$ cat src/pkg/pef_consts.svh
// Constants for the protection enable and charge switch action block.
// Assumes inclusion by bare name from package and design files.
`ifndef PEF_CONSTS_SVH
`define PEF_CONSTS_SVH

`define PEF_CLK_MHZ        100
`define PEF_DLY_NORM_MS    250
`define PEF_DLY_SLEEP_MS   1000
`define PEF_DLY_NORM_CYC   (`PEF_DLY_NORM_MS * 1000 * `PEF_CLK_MHZ)
`define PEF_DLY_SLEEP_CYC  (`PEF_DLY_SLEEP_MS * 1000 * `PEF_CLK_MHZ)

`define PEF_ADDR_W         8
`define PEF_DATA_W         32
`define PEF_REG_W          8

`define PEF_OFS_EN_A       8'h00
`define PEF_OFS_EN_B       8'h04
`define PEF_OFS_EN_C       8'h08
`define PEF_OFS_ACT_A      8'h0c
`define PEF_OFS_ACT_B      8'h10
`define PEF_OFS_ST_A       8'h14
`define PEF_OFS_ST_B       8'h18
`define PEF_OFS_ST_C       8'h1c
`define PEF_OFS_MSK_A      8'h20
`define PEF_OFS_MSK_B      8'h24
`define PEF_OFS_MSK_C      8'h28
`define PEF_OFS_CTRL       8'h2c

`define PEF_RST_EN_A       8'h88
`define PEF_RST_EN_B       8'h00
`define PEF_RST_EN_C       8'h00
`define PEF_RST_ACT_A      8'h98
`define PEF_RST_ACT_B      8'hd5
`define PEF_RST_MSK        8'h00

`define PEF_VLD_EN_A       8'hfc
`define PEF_VLD_EN_B       8'hf7
`define PEF_VLD_EN_C       8'hf6
`define PEF_VLD_ACT_A      8'h98
`define PEF_VLD_ACT_B      8'hd5

`define PEF_ACT_A_FAST0    8'h98
`define PEF_ACT_A_FAST1    8'h18

`define PEF_CTRL_SLEEP     0
`define PEF_CTRL_CHG_OFF   1
`define PEF_CTRL_PENDING   2

`endif

$ cat src/pkg/pef_pkg.sv
// Types and decode helpers for the protection enable block.
// Assumes pef_consts.svh is on the include path.
`include "pef_consts.svh"

package pef_pkg;

  typedef struct packed {
    logic                     en;
    logic [`PEF_ADDR_W-1:0]   addr;
    logic [`PEF_REG_W-1:0]    data;
  } pef_wr_t;

  typedef struct packed {
    logic [`PEF_REG_W-1:0] a;
    logic [`PEF_REG_W-1:0] b;
    logic [`PEF_REG_W-1:0] c;
  } pef_grp_t;

  // Known register offsets
  function automatic logic pef_addr_ok(input logic [`PEF_ADDR_W-1:0] addr);
    case (addr)
      `PEF_OFS_EN_A, `PEF_OFS_EN_B, `PEF_OFS_EN_C,
      `PEF_OFS_ACT_A, `PEF_OFS_ACT_B,
      `PEF_OFS_ST_A, `PEF_OFS_ST_B, `PEF_OFS_ST_C,
      `PEF_OFS_MSK_A, `PEF_OFS_MSK_B, `PEF_OFS_MSK_C,
      `PEF_OFS_CTRL: pef_addr_ok = 1'b1;
      default:       pef_addr_ok = 1'b0;
    endcase
  endfunction : pef_addr_ok

endpackage : pef_pkg

$ cat src/core/pef_apb_slave.sv
// APB slave front end: no wait states, registered read data.
// Assumes the owner supplies read data for the address held in setup.
`timescale 1ns/1ps
`default_nettype none
`include "pef_consts.svh"

module pef_apb_slave (
  input  wire logic                   i_clk_sys,
  input  wire logic                   i_rst,
  input  wire logic                   i_psel,
  input  wire logic                   i_penable,
  input  wire logic                   i_pwrite,
  input  wire logic [`PEF_ADDR_W-1:0] i_paddr,
  input  wire logic [`PEF_DATA_W-1:0] i_pwdata,
  input  wire logic [`PEF_REG_W-1:0]  i_rdata,
  output logic      [`PEF_DATA_W-1:0] o_prdata,
  output logic                        o_pready,
  output logic                        o_pslverr,
  output pef_pkg::pef_wr_t            o_wr
);

  logic setup;
  logic access;
  logic addr_ok;

  assign setup   = i_psel & ~i_penable;
  assign access  = i_psel & i_penable;
  assign addr_ok = pef_pkg::pef_addr_ok(i_paddr);

  assign o_pready  = access;
  assign o_pslverr = access & ~addr_ok;

  // Write takes effect at the completing edge only
  assign o_wr = '{en:   access & i_pwrite & addr_ok,
                  addr: i_paddr,
                  data: i_pwdata[`PEF_REG_W-1:0]};

  // Read data captured in setup, upper bits zero, unmapped reads zero
  always_ff @(posedge i_clk_sys or posedge i_rst) begin
    if (i_rst) begin
      o_prdata <= '0;
    end else if (setup) begin
      o_prdata <= (addr_ok && !i_pwrite)
                  ? {{(`PEF_DATA_W-`PEF_REG_W){1'b0}}, i_rdata} : '0;
    end
  end

endmodule : pef_apb_slave
`default_nettype wire

$ cat src/core/pef_top.sv
// Protection enable and charge switch action settings with fault flags.
// Assumes fault inputs come from same-clock detector logic, APB host.
//
// Function
// - A fault sets its safety flag only when its enable bit is one.
// - Enable A: short, tier2, tier1, charge overcurrent, overvoltage, undervoltage; 0x88.
// - Enable B: temperature protections, bit 3 reserved; default 0x00.
// - Enable C: tier3, latches, precharge timeout, watchdog; bits 3,0 reserved.
// - Enables govern flags only; action masks alone decide switch turn-off.
// - Action bit one turns charge switch off on that fault; zero leaves it.
// - Action A: short circuit, charge overcurrent, overvoltage; default 0x98.
// - Action B: five temperature bits, independently selectable; default 0xd5.
// - Other action A values may delay turn-off: 250 ms normal, 1 s sleep.
`timescale 1ns/1ps
`default_nettype none
`include "pef_consts.svh"

module pef_top #(
  parameter int unsigned DLY_NORM_CYC  = `PEF_DLY_NORM_CYC,
  parameter int unsigned DLY_SLEEP_CYC = `PEF_DLY_SLEEP_CYC
) (
  input  wire logic                   i_clk_sys,
  input  wire logic                   i_rst,
  input  wire logic                   i_psel,
  input  wire logic                   i_penable,
  input  wire logic                   i_pwrite,
  input  wire logic [`PEF_ADDR_W-1:0] i_paddr,
  input  wire logic [`PEF_DATA_W-1:0] i_pwdata,
  output logic      [`PEF_DATA_W-1:0] o_prdata,
  output logic                        o_pready,
  output logic                        o_pslverr,
  input  wire pef_pkg::pef_grp_t      i_fault,
  output pef_pkg::pef_grp_t           o_safety_flag,
  output logic                        o_charge_switch_off,
  output logic                        o_irq
);

  pef_pkg::pef_wr_t  wr;
  logic [`PEF_REG_W-1:0] rdata;

  logic [`PEF_REG_W-1:0] en_r [3];
  logic [`PEF_REG_W-1:0] st_r [3];
  logic [`PEF_REG_W-1:0] msk_r [3];
  logic [`PEF_REG_W-1:0] act_a_r;
  logic [`PEF_REG_W-1:0] act_b_r;
  logic                  sleep_r;
  logic [`PEF_REG_W-1:0] flt [3];
  logic [`PEF_REG_W-1:0] vld_en [3];
  logic [`PEF_ADDR_W-1:0] ofs_en [3];
  logic [`PEF_ADDR_W-1:0] ofs_st [3];
  logic [`PEF_ADDR_W-1:0] ofs_msk [3];

  assign flt[0]     = i_fault.a;
  assign flt[1]     = i_fault.b;
  assign flt[2]     = i_fault.c;
  assign vld_en[0]  = `PEF_VLD_EN_A;
  assign vld_en[1]  = `PEF_VLD_EN_B;
  assign vld_en[2]  = `PEF_VLD_EN_C;
  assign ofs_en[0]  = `PEF_OFS_EN_A;
  assign ofs_en[1]  = `PEF_OFS_EN_B;
  assign ofs_en[2]  = `PEF_OFS_EN_C;
  assign ofs_st[0]  = `PEF_OFS_ST_A;
  assign ofs_st[1]  = `PEF_OFS_ST_B;
  assign ofs_st[2]  = `PEF_OFS_ST_C;
  assign ofs_msk[0] = `PEF_OFS_MSK_A;
  assign ofs_msk[1] = `PEF_OFS_MSK_B;
  assign ofs_msk[2] = `PEF_OFS_MSK_C;

  pef_apb_slave pef_apb_slave_i (
    .i_clk_sys (i_clk_sys),
    .i_rst     (i_rst),
    .i_psel    (i_psel),
    .i_penable (i_penable),
    .i_pwrite  (i_pwrite),
    .i_paddr   (i_paddr),
    .i_pwdata  (i_pwdata),
    .i_rdata   (rdata),
    .o_prdata  (o_prdata),
    .o_pready  (o_pready),
    .o_pslverr (o_pslverr),
    .o_wr      (wr)
  );

  // Write strobe for one register offset
  function automatic logic wr_hit(input pef_pkg::pef_wr_t w,
                                  input logic [`PEF_ADDR_W-1:0] ofs);
    wr_hit = w.en && (w.addr == ofs);
  endfunction : wr_hit

  // Enable, status and interrupt mask per group
  genvar g;
  generate
    for (g = 0; g < 3; g++) begin : g_grp
      logic [`PEF_REG_W-1:0] set;
      logic [`PEF_REG_W-1:0] clr;

      // Only enabled protections raise their flag
      assign set = flt[g] & en_r[g];
      assign clr = wr_hit(wr, ofs_st[g]) ? wr.data : '0;

      always_ff @(posedge i_clk_sys or posedge i_rst) begin
        if (i_rst) begin
          en_r[g] <= (g == 0) ? `PEF_RST_EN_A
                   : (g == 1) ? `PEF_RST_EN_B : `PEF_RST_EN_C;
        end else if (wr_hit(wr, ofs_en[g])) begin
          en_r[g] <= wr.data & vld_en[g];
        end
      end

      // Sticky flags, set wins over write-one clear
      always_ff @(posedge i_clk_sys or posedge i_rst) begin
        if (i_rst) begin
          st_r[g] <= '0;
        end else begin
          st_r[g] <= ((st_r[g] & ~clr) | set) & vld_en[g];
        end
      end

      always_ff @(posedge i_clk_sys or posedge i_rst) begin
        if (i_rst) begin
          msk_r[g] <= `PEF_RST_MSK;
        end else if (wr_hit(wr, ofs_msk[g])) begin
          msk_r[g] <= wr.data & vld_en[g];
        end
      end
    end
  endgenerate

  assign o_safety_flag = '{a: st_r[0], b: st_r[1], c: st_r[2]};

  // Level interrupt while any unmasked flag stands
  always_ff @(posedge i_clk_sys or posedge i_rst) begin
    if (i_rst) begin
      o_irq <= 1'b0;
    end else begin
      o_irq <= |((st_r[0] & msk_r[0]) | (st_r[1] & msk_r[1])
                 | (st_r[2] & msk_r[2]));
    end
  end

  // Charge switch action masks
  always_ff @(posedge i_clk_sys or posedge i_rst) begin
    if (i_rst) begin
      act_a_r <= `PEF_RST_ACT_A;
    end else if (wr_hit(wr, `PEF_OFS_ACT_A)) begin
      act_a_r <= wr.data & `PEF_VLD_ACT_A;
    end
  end

  always_ff @(posedge i_clk_sys or posedge i_rst) begin
    if (i_rst) begin
      act_b_r <= `PEF_RST_ACT_B;
    end else if (wr_hit(wr, `PEF_OFS_ACT_B)) begin
      act_b_r <= wr.data & `PEF_VLD_ACT_B;
    end
  end

  // Normal or sleep mode select
  always_ff @(posedge i_clk_sys or posedge i_rst) begin
    if (i_rst) begin
      sleep_r <= 1'b0;
    end else if (wr_hit(wr, `PEF_OFS_CTRL)) begin
      sleep_r <= wr.data[`PEF_CTRL_SLEEP];
    end
  end

  // Turn-off requests, independent of the enable bits
  logic trip_a;
  logic trip_b;
  logic fast_a;
  logic pend_r;
  logic [31:0] dly_cnt_r;
  logic [31:0] dly_lim;
  logic dly_done;

  assign trip_a = |(i_fault.a & act_a_r);
  assign trip_b = |(i_fault.b & act_b_r);
  assign fast_a = (act_a_r == `PEF_ACT_A_FAST0)
                | (act_a_r == `PEF_ACT_A_FAST1);
  assign dly_lim = sleep_r ? DLY_SLEEP_CYC : DLY_NORM_CYC;
  assign dly_done = pend_r && (dly_cnt_r >= dly_lim - 32'd1);

  // Slow path: group A turn-off waits out the postponement
  always_ff @(posedge i_clk_sys or posedge i_rst) begin
    if (i_rst) begin
      pend_r <= 1'b0;
    end else if (!trip_a || fast_a || dly_done) begin
      pend_r <= 1'b0;
    end else if (!o_charge_switch_off) begin
      pend_r <= 1'b1;
    end
  end

  always_ff @(posedge i_clk_sys or posedge i_rst) begin
    if (i_rst) begin
      dly_cnt_r <= '0;
    end else if (!pend_r) begin
      dly_cnt_r <= '0;
    end else begin
      dly_cnt_r <= dly_cnt_r + 32'd1;
    end
  end

  // Switch held off while a selected fault stands
  always_ff @(posedge i_clk_sys or posedge i_rst) begin
    if (i_rst) begin
      o_charge_switch_off <= 1'b0;
    end else begin
      o_charge_switch_off <= trip_b
                           | (trip_a & (fast_a | dly_done
                                        | o_charge_switch_off));
    end
  end

  // Read mux, reserved bits already zero in storage
  always_comb begin
    case (i_paddr)
      `PEF_OFS_EN_A:  rdata = en_r[0];
      `PEF_OFS_EN_B:  rdata = en_r[1];
      `PEF_OFS_EN_C:  rdata = en_r[2];
      `PEF_OFS_ACT_A: rdata = act_a_r;
      `PEF_OFS_ACT_B: rdata = act_b_r;
      `PEF_OFS_ST_A:  rdata = st_r[0];
      `PEF_OFS_ST_B:  rdata = st_r[1];
      `PEF_OFS_ST_C:  rdata = st_r[2];
      `PEF_OFS_MSK_A: rdata = msk_r[0];
      `PEF_OFS_MSK_B: rdata = msk_r[1];
      `PEF_OFS_MSK_C: rdata = msk_r[2];
      `PEF_OFS_CTRL: begin
        rdata = '0;
        rdata[`PEF_CTRL_SLEEP]   = sleep_r;
        rdata[`PEF_CTRL_CHG_OFF] = o_charge_switch_off;
        rdata[`PEF_CTRL_PENDING] = pend_r;
      end
      default:        rdata = '0;
    endcase
  end

endmodule : pef_top
`default_nettype wire

$ cat config.mk
export PLATFORM = sky130hd
export DESIGN_NAME = pef_top
export DESIGN_NICKNAME = d
export VERILOG_FILES = /design/src/pkg/pef_pkg.sv /design/src/core/pef_apb_slave.sv /design/src/core/pef_top.sv
export VERILOG_INCLUDE_DIRS = /design/src /design/src/pkg
export SDC_FILE = /design/constraint.sdc
export NUM_CORES = 1
export LEC_CHECK = 0
export ABC_AREA = 1
export BUFFER_PORTS_ARGS = -buffer_cell sky130_fd_sc_hd__buf_2
export CAP_MARGIN = 20
export CORE_UTILIZATION = 30
export CTS_CLUSTER_DIAMETER = 50
export DETAILED_ROUTE_END_ITERATION = 12
export GPL_TIMING_DRIVEN = 0
export HOLD_SLACK_MARGIN = 0.06
export MAX_ROUTING_LAYER = met4
export PLACE_DENSITY = 0.58
export RECOVER_POWER = 25
export SYNTH_ARGS = -nofsm -noshare
export SYNTH_HDL_FRONTEND = slang
export SYNTH_SLANG_ARGS = --single-unit
$ cat constraint.sdc
create_clock -name i_clk_sys -period 3.1 [get_ports i_clk_sys]
set_input_delay 0.31 -clock i_clk_sys [delete_from_list [all_inputs] [get_ports i_clk_sys]]
set_output_delay 0.31 -clock i_clk_sys [all_outputs]
set_load 0.02 [all_outputs]
### Yosys cells after proc, flatten, opt, wreduce, memory -nomap -nowiden

Index checks and enable logic that the tools add are counted.

* equal/unequal tests: 14
* order comparisons: 1
* $add $sub $neg: 2
* mux-type cells: 10
* reduce and logical (&&, ||, !) cells: 23
* bitwise logic cells: 31

Operators by type and width (count)
* 8-bit case mux with 12 select lines: 1
* 8-bit AND: 11
* 8-bit OR: 5
* 32-bit by 1-bit adder with 32-bit output (second input constant): 1
* 8-bit by 5-bit equality test with 1-bit output (second input constant): 4
* 8-bit by 6-bit equality test with 1-bit output (second input constant): 4
* 32-bit greater-or-equal comparator: 1
* 32-bit 2-to-1 mux: 1
* 8-bit 2-to-1 mux: 4
* 27-bit by 1-bit subtractor with 28-bit output (second input constant): 1
* 27-bit 2-to-1 mux: 1
* 8-bit inverter: 3
* 8-bit OR reduction: 3
* 8-bit by 4-bit equality test with 1-bit output (second input constant): 2
* 1-bit logical AND: 14
* 12-bit OR reduction: 1
* 8-bit by 3-bit equality test with 1-bit output (second input constant): 1
* 8-bit logical NOT: 1
* 1-bit AND: 6
* 1-bit OR: 4
* 3-bit by 2-bit equality test with 1-bit output (second input constant): 1
* 3-bit equality test (second input constant): 1
* 1-bit 2-to-1 mux: 3
* 1-bit logical NOT: 2
* other kinds (3): 5

* bits in registers: 133
* output and inout port bits: 60
* input port bits: 69

### Logic depth before layout (Yosys ltp)

* depth after elaboration: 9
* gate-level depth with buffers: 14
* mapped depth without buffers: 14

### Hierarchy

From an unflattened synthesis, not the netlist that was laid out.

* cells, all modules: 830
* area total of the unflattened synthesis: 6439.9 um2

Modules (own cells, without submodules)
* pef_top: area each 5665.4 um2, sequential area each 2539.9 um2, cells each 724, instances 1
* pef_apb_slave: area each 774.5 um2, sequential area each 200.2 um2, cells each 106, instances 1

### Worst setup path before layout

Ideal clock, no wire load.

* path kind: input -> output
* start: in i_paddr[4]
* end: out o_pslverr
* arrival time: 1.476 ns
* slack: 1.314 ns
* required time: 2.790 ns
* stages on the path: 10
* path buffers: 2
* path through: inv_1 nand3_1 inv_1 nand2_1 nand2_1 nor2_1 nand3_2 buf_6 buf_4 nor2_1

* word-level cells in the longest chain between the ends: 5
* elaborated cells between the ends (all ways): 16
* those cells by class: 11 x eq/ne; 1 x mux; 2 x bitwise; 2 x reduce/logical

Ends and longest elaborated chain
* start, declared: RTL line pef_top.sv:27 `` input wire logic [`PEF_ADDR_W-1:0] i_paddr, ``
* 8-bit by 5-bit equality test with 1-bit output (tied with other cells): RTL line pef_pkg.sv:21 `case (addr)`
* 12-bit OR reduction (*): RTL line pef_pkg.sv:21
* 1-bit 2-to-1 mux (*): RTL line pef_pkg.sv:21
* 1-bit inverter (*): RTL line pef_apb_slave.sv:31 `assign o_pslverr = access & ~addr_ok;`
* 1-bit AND (*): RTL line pef_apb_slave.sv:31
* end, declared: RTL line pef_top.sv:31 `output logic o_pslverr,`

Mark *: on every way between the ends. The rest lies on a longest branch, timed or not.

### Final worst setup path

* start: in i_paddr[7]
* end: out o_pslverr

The elaborated chain is that of the path after synthesis.

==> run summary <==
status = complete, no violations
antenna violations before repair = 0
CP cell instances = buf_2, nor2_4, nand3_1, nor2_4, inv_2, nand2_1, nor2_1, nand3_2, buf_6, buf_4, nor2_1, buf_2
largest net degree at the start of global routing = 39
final worst path period need = 2.22 ns
Slew headroom = 47.8%
vias in the first global route = 5281
most frequent cells in the layout = 297 x nand2_1, 99 x dfrtp_1, 71 x buf_2
r2r setup slk = 1.08 ns
post-route ant nets = 0
Initial DRC Count = 451
initial core utilization = 31.1%
Worst EP arrival = 1.91 ns
CP max stage cell = nor2_4
CP max stage delay = 0.30 ns
CP bufs+invs = 5
Area after DPL = 6980 um^2
Ports = 129
final hold violation count = 0
Reg-to-Reg End = dly_cnt_r[26]
CP Launch Point = i_paddr[7]
synthesis-to-layout area growth = 19.4%
setup_tns = 0 ns
GRT Util Overall = 18.3%
Detailed Place HPWL = 13.9 mm
Stages on worst setup path = 12
launching point of the worst reg2reg path = dly_cnt_r[0]
Cells after Synth = 806
dominant synthesized flop cell = dfrtp_1
final WL = 18.3 mm
clk buf depth = 2
sequential share of the synthesized area = 44.7%
first-pass GRT wire length = 28.9 mm
number of vias per cell = 4.72
Die ar. = 21000 um^2
max_cap viols = 0
via count = 5611
H-tree Lvls = 3
Final period util = 71.6%
Hold Crit Class = primary input to flip-flop
Worst-path clk slew = 0.10 ns
top post-synthesis cells by area = dfrtp_1 40%, nand2_1 18%, dfstp_2 4.3%
PD cells = 398 nW/um^2
Die X = 145 um
asr flop ratio synth = 100%
Crit path max-delay family = simple AND/OR/NAND/NOR gates
Worst Setup EP = o_pslverr
Peak VDD IR = 0.252 mV
most common cell after layout, fill and taps aside = nand2_1
Reg2Reg Depth = 10
TritonCTS clock tree = done
static leakage = 3.48 nW
Setup Viol. Count Final = 0
# diodes = 0
Die Y = 145 um
Yosys top cell area share = 40.4%
Yosys top cell by area = dfrtp_1
Clock Skews = 0.0240 ns
grt ovf = 0
Post-Syn Area = 6130 um^2
TritonCTS Buffers = 9
Peak Freq = 451 MHz
syn_area_per_cell = 7.61 um^2
WP data required = 2.79 ns
Clock Sinks = 109
Crit Path Max Fanout = 10
unrepaired setup endpoints after global routing = no
Routed wire per std cell = 15.4 um
DR pass1 iterations = 5
Design Area, Final = 7320 um^2
synth unique cells = 37
# nets final = 997
Ys Warns = 0
core box area = 19700 um^2
startpoint types = primary input
register bit total from synthesis = 109
global placer's final weighted congestion = 0.893
Worst-Margin Slew = 0.780 ns
Worst-Skew Late Latency = 0.38 ns
worst setup path category = primary input to output pin
setup bufs post-CTS = 0
clk root buf = clkbuf_16
layout cell share with drive strength beyond 1 = 17.5%
# port buffers = 70
FP Rows = 51
EDFF count, synth = 0
# DRC = 0
nature of the critical path endpoint = output pin
Slew Viols, Final = 0
## worst reg2reg max path: cells and delay by family, from the launching register on
| family | cells | cell delay [ns] |
|---|---|---|
| adder cells (fa/ha/maj) | 1 | 0.21 |
| buffers and inverters | 1 | 0.14 |
| flip-flops | 1 | 0.46 |
| AND/OR/NAND/NOR | 8 | 1.10 |
## power breakdown
part	switching (mW)	internal, mW	total [mW]
sequential	0.00521	1.43	1.43
clock	0.622	0.664	1.29
combinational	0.131	0.0640	0.195
total	0.758	2.15	2.91
## what timing repair did
item | 4_1_cts | 5_1_grt
hold buffers | 1 | 0
hold endpoints to repair | 13 | 0
gates resized for setup | 0 | 0
## state kept, by name, summed over array words and instances, names as in the netlist
signal / cells
dly_cnt_r: 32
en_r: 19
msk_r: 19
o_safety_flag: 19
pef_apb_slave_i.o_prdata: 8
act_b_r: 5
act_a_r: 3
o_charge_switch_off: 1
o_irq: 1
pend_r: 1
sleep_r: 1
## worst min-delay path by stage
stage / start / endpoint / cells after the start
global route: i_fault[21] / o_safety_flag[21] / 3
floorplan: i_fault[15] / o_safety_flag[15] / 2
global placement: pef_apb_slave_i.o_prdata[6] / pef_apb_slave_i.o_prdata[6] / 2
detailed placement: i_rst / dly_cnt_r[0] / 2
finish: i_fault[21] / o_safety_flag[21] / 3
CTS: i_fault[5] / o_safety_flag[5] / 3
## layout make-up
cell class	count	area, um^2
clock inverters	7	108
fillers	2057	12400
plain buffers	44	335
clock buffers	9	225
well taps	265	332
inverters	62	234
repair buffers	74	420
multi-input cells	619	2930
flip-flops and latches	109	2740
## synthesized netlist by cell type (3+ instances only)
master	instances
buf_6	7
o21ai_2	7
nand2_1	297
o21ai_0	38
clkbuf_1	5
nor3_1	26
xnor2_1	3
nor4_1	3
o21ai_1	17
dfstp_2	10
a21oi_1	23
nand3_2	9
inv_1	60
ha_1	9
nor3b_1	6
dfrtp_1	99
nor2_4	5
nand3_1	25
nand4_1	31
xor2_1	11
nor2_1	65
buf_4	31
## logic make-up after synthesis
logic type | synth area share [%]
flops | 44.7
simple gates | 33.4
other cells | 0.0612
compound gates | 8.79
buf+inv | 9.26
fa+ha+maj | 1.84
xor+xnor | 2.00
## per-stage QoR
step	power, mW	setup WS [ns]	util, %	cells	hold slack [ns]
6_report	2.91	0.880	37.1	1189	0.121
5_1_grt	3.01	0.787	37.1	1189	0.132
4_1_cts	2.93	0.880	37.2	1189	0.125
3_5_place_dp	1.65	0.815	35.4	1172	0.322
3_3_place_gp	1.64	0.643	35.1	1169	0.462
2_1_floorplan	1.58	1.31	-	834	0.422
## metal layers
metal | routed length [um] | share of wire [%] | GRT usage (%) | vias to the layer above
met3 | 981 | 5.4 | 3.18 | 29
met5 | 0 | 0 | - | -
met4 | 386 | 2.1 | 6.38 | 0
met2 | 8440 | 46 | 28.0 | 179
li1 | - | - | - | 2796
met1 | 8490 | 46 | 24.4 | 2607
Power figures use the tool's default switching activity.
